**config.mk**
```make
export PLATFORM = sky130hd
export DESIGN_NAME = sspp_port
export DESIGN_NICKNAME = d
export VERILOG_FILES = /design/src/sspp_pkg.sv /design/src/sspp_port.sv /design/src/sspp_sync.sv
export SDC_FILE = /design/constraint.sdc
export NUM_CORES = 1
export LEC_CHECK = 0
export BUFFER_PORTS_ARGS = -buffer_cell sky130_fd_sc_hd__buf_2
export CAP_MARGIN = 10
export CORE_ASPECT_RATIO = 1.4
export CORE_UTILIZATION = 54
export CTS_BUF_LIST = sky130_fd_sc_hd__clkbuf_16
export CTS_CLUSTER_SIZE = 8
export DETAILED_ROUTE_END_ITERATION = 10
export PLACE_DENSITY = 0.78
export SLEW_MARGIN = 20
export SYNTH_ARGS = -nofsm -noshare
export SYNTH_HDL_FRONTEND = slang
export SYNTH_SLANG_ARGS = --single-unit
```
**constraint.sdc**
```tcl
create_clock -name clk_i -period 1.6 [get_ports clk_i]
set_clock_uncertainty 0.1 [all_clocks]
set_input_delay 0.24 -clock clk_i [delete_from_list [all_inputs] [get_ports clk_i]]
set_output_delay 0.24 -clock clk_i [all_outputs]
set_load 0.02 [all_outputs]
```
**src/sspp_pkg.sv**
```systemverilog
// package: constants and types of the serial programming port
package sspp_pkg;
	localparam int unsigned SHIFT_W       = 21;
	localparam int unsigned CTRL_W        = 2;
	localparam int unsigned PAYLOAD_W     = SHIFT_W - CTRL_W;
	localparam int unsigned NUM_LATCH     = 3;
	localparam logic [1:0]  CTRL_REF      = 2'h0;
	localparam logic [1:0]  CTRL_NDIV     = 2'h1;
	localparam logic [1:0]  CTRL_FUNC     = 2'h2;
	localparam logic [1:0]  CTRL_INIT     = 2'h3;
	localparam int unsigned PD_BIT_POS    = 2;
	localparam int unsigned MUXSEL_LSB    = 4;
	localparam logic [PAYLOAD_W-1:0] LATCH_RST = 19'h00000;
	localparam logic [1:0]  MUXSEL_LOCK   = 2'h0;
	localparam logic [1:0]  MUXSEL_RFDIV  = 2'h1;
	localparam logic [1:0]  MUXSEL_REFDIV = 2'h2;
endpackage

```
**src/sspp_port.sv**
```systemverilog
// module: serial programming port with chip-enable power control
//
// Notes on behaviour
// - each rising serial clock edge shifts the data pin into a 21-bit shift register, data valid before the edge.
// - the last two bits shifted in are control bits that pick the destination and are not payload.
// - a rising load strobe copies the shift register into one of three latches chosen by the control bits.
// - while chip enable is low the device is powered down and the charge pump output is released.
// - raising chip enable powers up only if the programmed power-down bit allows it.
// - the multiplexed output carries the RF divider output, the reference divider output or lock detect.
`timescale 1ns/1ps
module sspp_port
	import sspp_pkg::*;
(
	input  wire logic                 clk_i,
	input  wire logic                 nrst_i,
	input  wire logic                 ser_clk_i,
	input  wire logic                 ser_data_i,
	input  wire logic                 load_strobe_i,
	input  wire logic                 chip_en_i,
	input  wire logic                 rf_div_i,
	input  wire logic                 ref_div_i,
	input  wire logic                 lock_det_i,
	input  wire logic                 pump_up_i,
	input  wire logic                 pump_dn_i,
	output logic                      pump_out_o,
	output logic                      pump_out_oe_o,
	output logic                      powered_o,
	output logic                      mux_test_lock_out_o,
	output logic [PAYLOAD_W-1:0]      ref_latch_o,
	output logic [PAYLOAD_W-1:0]      ndiv_latch_o,
	output logic [PAYLOAD_W-1:0]      func_latch_o,
	output logic                      load_pulse_o
);

	////////////////////////////////////////////////////////////////////////
	// pin synchronisers

	logic [6:0] pins_s;
	logic       sclk_s, sdat_s, stb_s, ce_s, rfd_s, refd_s, lock_s;

	sspp_sync #(
		.W(7)
	) u_sync (
		.clk_i (clk_i),
		.nrst_i(nrst_i),
		.d_i   ({ser_clk_i, ser_data_i, load_strobe_i, chip_en_i, rf_div_i, ref_div_i, lock_det_i}),
		.q_o   (pins_s)
	);

	assign {sclk_s, sdat_s, stb_s, ce_s, rfd_s, refd_s, lock_s} = pins_s;

	////////////////////////////////////////////////////////////////////////
	// state

	typedef struct packed {
		logic                 sclk_d;
		logic                 stb_d;
		logic [SHIFT_W-1:0]   shift;
		logic [PAYLOAD_W-1:0] latch0;
		logic [PAYLOAD_W-1:0] latch1;
		logic [PAYLOAD_W-1:0] latch2;
		logic                 load_pulse;
		logic                 powered;
		logic                 mux_out;
	} sspp_state_t;

	sspp_state_t state_reg, state_next;

	function automatic logic [1:0] sspp_muxsel(input logic [PAYLOAD_W-1:0] f);
		return f[MUXSEL_LSB +: 2];
	endfunction

	always_comb begin
		state_next            = state_reg;
		state_next.sclk_d     = sclk_s;
		state_next.stb_d      = stb_s;
		state_next.load_pulse = 1'b0;
		// shift on rising serial clock, msb first
		if (sclk_s && !state_reg.sclk_d) begin
			state_next.shift = {state_reg.shift[SHIFT_W-2:0], sdat_s};
		end
		// latch only on rising load strobe
		if (stb_s && !state_reg.stb_d) begin
			state_next.load_pulse = 1'b1;
			unique case (state_reg.shift[CTRL_W-1:0])
				CTRL_REF:  state_next.latch0 = state_reg.shift[SHIFT_W-1:CTRL_W];
				CTRL_NDIV: state_next.latch1 = state_reg.shift[SHIFT_W-1:CTRL_W];
				CTRL_FUNC: state_next.latch2 = state_reg.shift[SHIFT_W-1:CTRL_W];
				CTRL_INIT: begin
					state_next.latch2 = state_reg.shift[SHIFT_W-1:CTRL_W];
				end
			endcase
		end
		// power: chip enable and power-down bit
		state_next.powered = ce_s && !state_reg.latch2[PD_BIT_POS];
		unique case (sspp_muxsel(state_reg.latch2))
			MUXSEL_LOCK:   state_next.mux_out = lock_s;
			MUXSEL_RFDIV:  state_next.mux_out = rfd_s;
			MUXSEL_REFDIV: state_next.mux_out = refd_s;
			default:       state_next.mux_out = lock_s;
		endcase
	end

	always_ff @(posedge clk_i) begin
		if (!nrst_i) begin
			state_reg <= '{sclk_d: 1'b0, stb_d: 1'b0, shift: '0, latch0: LATCH_RST, latch1: LATCH_RST,
				latch2: LATCH_RST, load_pulse: 1'b0, powered: 1'b0, mux_out: 1'b0};
		end else begin
			state_reg <= state_next;
		end
	end

	////////////////////////////////////////////////////////////////////////
	// outputs

	assign pump_out_oe_o       = state_reg.powered && (pump_up_i ^ pump_dn_i);
	assign pump_out_o          = pump_up_i;
	assign powered_o           = state_reg.powered;
	assign mux_test_lock_out_o = state_reg.mux_out;
	assign ref_latch_o         = state_reg.latch0;
	assign ndiv_latch_o        = state_reg.latch1;
	assign func_latch_o        = state_reg.latch2;
	assign load_pulse_o        = state_reg.load_pulse;
endmodule

```
**src/sspp_sync.sv**
```systemverilog
// module: two flip-flop synchroniser for a group of pins
`timescale 1ns/1ps
module sspp_sync #(
	parameter int unsigned W = 1
) (
	input  wire logic         clk_i,
	input  wire logic         nrst_i,
	input  wire logic [W-1:0] d_i,
	output logic      [W-1:0] q_o
);
	logic [W-1:0] meta_reg;
	logic [W-1:0] q_reg;

	always_ff @(posedge clk_i) begin
		if (!nrst_i) begin
			meta_reg <= '0;
			q_reg    <= '0;
		end else begin
			meta_reg <= d_i;
			q_reg    <= meta_reg;
		end
	end

	assign q_o = q_reg;
endmodule

```
==> metrics.md <==
| Metric | Value |
|---|---|
| Gr usage total | `about a fifth` |
| Fmax | `about 670 MHz` |
| Worst-Skew Late Latency | `between 0.3 and 0.4 ns` |
| Power density over cell area | `around 1100 mW/mm2` |
| Fin. max-slew vios | `0` |
| Cts bufs inserted | `9` |
| Fillers | `around 540` |
| Area Overhead vs Synth | `9.58%` |
| # IOs | `73` |
| Area leader, netlist | `dfxtp_1` |
| Delay-heaviest family, CP | `simple AND/OR/NAND/NOR gates` |
| Setup violations, final | `0` |
| Commonest non-fill, non-tap cells in the layout | `dfxtp_1 (97), buf_2 (71), nand2_1 (62)` |
| Fin cells | `524` |
| DR WL met2 | `~3300 um` |
| WL met3 | `around 290 um` |
| Min-Delay Path Class | `input pin to register` |
| Critical Path Start Type | `register` |
| Max-Cap Viols | `0` |
| Flop2flop setup slack | `0.11 ns` |
| Num Clock Sinks | `97` |
| Number of distinct library cells after synthesis | `24` |
| Commonest non-fill, non-tap cell in the layout | `dfxtp_1` |
| Die H | `about 100 um` |
| H-Tree Depth | `3` |
| Post-Syn Nets | `roughly 430` |
| Detailed Routing Iterations Pass 1 | `4` |
| Placed insts | `around 500` |
| Initial DRC Count | `153` |
| Dpl ws | `-0.00155 ns` |
| Post-route ant nets | `0` |
| Final hold viol count | `0` |
| Post-synthesis sequential area ratio | `about half` |
| Vias | `roughly 2600` |
| Layout Utilization | `61.9%` |
| Max incr delay on CP | `0.68 ns` |
| Worst path cell trace | `or4b_4 -> nand3_1 -> o21ai_1` |
| Reg-to-reg endpoint | `ref_latch_o[14]` |
| Initial antenna violation count | `0` |
| Synth top area share | `52.0%` |
| Min Tclk post-route | `between 1 and 1.5 ns` |
| Max reg flops | `23` |
| GRT Residual Overflow | `0` |
| RR Startpoint | `state_reg[61]` |
| Yosys Warn Count | `0` |
| End point of the critical path | `ref_latch_o[14]` |
| First-pass GRT wire length | `between 10000 and 15000 um` |
| Final period utilization | `93.2%` |
| Crit path arrival time | `between 1.5 and 2 ns` |
| Critical Path Source | `state_reg[61]` |
| Drt drc | `0` |
| Req. time, crit path | `between 1.5 and 2 ns` |
| Worst path depth | `3` |
| Diode count | `0` |
| WL final | `approximately 6700 um` |
| Unrepaired setup endpoints after global routing | `no` |
| Port Buffers | `between 70 and 80` |
| Final Wtd Congestion | `0.763` |
| Mean Syn Cell Area | `about 9 um2` |
| Post-Syn Area | `0.00373 mm2` |
| Die X | `approximately 72 um` |
| Max FO, Critical Path | `19` |
| Clock Tree Buf Depth | `2` |
| Max_slew headroom | `about 76%` |
| Routed met1 length | `~2900 um` |
| Critical path class | `register to register` |
| Post-DR wirelength/cell | `12.7 um` |
| Top Layer Used | `met4` |
| Depth of the most critical reg-to-reg path | `3` |
| Synthesized instance count | `approximately 410` |
| Worst hold margin | `~0.012 ns` |
| Std-Cell Core Area | `around 0.0066 mm2` |
| Num rows | `35` |
| Master of the slowest instance on the critical path | `or4b_4` |
| Maximum VDD drop | `between 800 and 900 uV` |
| Leak Pwr | `roughly 1.7 nW` |
| Layout cells sized above 1 | `25.2%` |
| CP endpoint kind | `register` |
| Die ar. | `between 0.007 and 0.008 mm2` |
| CTS root buf | `clkbuf_16` |
| CTS tree | `done` |
| Seq cells post-synth | `between 90 and 100` |
| Synth top area cells | `dfxtp_1 (52%), buf_4 (12%), nand3_1 (7.6%)` |
| DP HPWL | `~4300 um` |
| Buffers & Inverters on Critical Path | `0` |
| Slew @ Worst Pin | `~0.36 ns` |
| Vias in the first global route | `between 2000 and 2500` |
| Status | `finished clean` |
| Initial Util | `56.5%` |
| Final #Nets | `440` |
| Post-CTS setup buffers | `0` |
| Via density | `roughly 5.0` |
| Largest net degree at the start of global routing | `39` |
| Clock slew at reported path FFs | `0.06 ns` |
| Final worst slack | `0.108 ns` |
-- cell type report --
cell class                 instances  area [um2]  share of cell area, %
sequential                        97        1940                   47.4
multi-input combinational        228        1220                   29.9
timing repair buffer              88         505                   12.4
clock buffer                       9         225                   5.50
tap                               92         115                   2.81
clock inverter                     7        70.1                   1.71
inverter                           3        11.3                  0.275
-- Yosys cell counts --
cell / number
nand3_1: 57
nand4bb_1: 1
or4b_4: 1
buf_4: 58
o21ai_1: 27
nand3b_1: 1
nand2b_1: 1
buf_6: 3
a221oi_1: 1
ha_1: 2
a21boi_0: 21
and2_1: 17
and3b_1: 1
nand2_1: 62
xor2_1: 1
buf_1: 6
dfxtp_1: 97
o21ai_2: 9
nor2b_1: 1
nor2_1: 2
buf_2: 4
o21ai_0: 22
clkbuf_1: 16
inv_1: 3
-- where the power goes --
part	total [W]	switching (W)	internal [W]	leakage (nW)
sequential	0.00244	0.00000728	0.00243	0.784
clock	0.00210	0.000885	0.00121	0.141
combinational	0.000138	0.0000815	0.0000564	0.735
-- worst min-delay path by stage --
stage / start / to / slack, ns / cells after the start
floorplan: lock_det_i / u_sync.meta_reg[0] / 0.27 / 1
finish: ser_data_i / u_sync.meta_reg[5] / 0.01 / 2
detailed placement: u_sync.meta_reg[6] / u_sync.q_o[6] / 0.32 / 1
global route: ser_data_i / u_sync.meta_reg[5] / 0.009 / 2
global placement: u_sync.meta_reg[4] / u_sync.q_o[4] / 0.31 / 1
CTS: ser_data_i / u_sync.meta_reg[5] / 0.001 / 2
-- worst reg2reg max path, stage by stage, from the launching register on --
cell and delay (ns):
dfxtp_1 0.37, or4b_4 0.68, nand3_1 0.14, o21ai_1 0.08
-- per-layer routing --
layer | vias up | global-route usage, %
li1 | 1356 | -
met1 | 1187 | 22.9
met2 | 70 | 32.1
met3 | 12 | 6.12
met4 | 0 | 9.50
met5 | - | 0
-- stage by stage --
stage	instance area, um2	power [W]	TNS [ns]
2_1_floorplan	3730	0.00259	0
3_3_place_gp	3740	0.00262	0
3_5_place_dp	3740	0.00262	-0.00155
4_1_cts	4090	0.00470	0
5_1_grt	4090	0.00481	0
6_report	4090	0.00467	0
-- cells by family after synthesis --
logic type      Yosys count  synth area share (%)
compound gates           80                  13.1
xor+xnor                  1                 0.235
fa+ha+maj                 2                 0.670
buf+inv                  90                  15.6
flops                    97                  52.0
simple gates            144                  18.4
-- what timing repair did --
action	in CTS	in global routing
endpoints found under the setup margin	13	0
hold endpoints to repair	4	0
resized for setup	1	0
hold buffers	4	0
(Power assumes the default switching activity.)
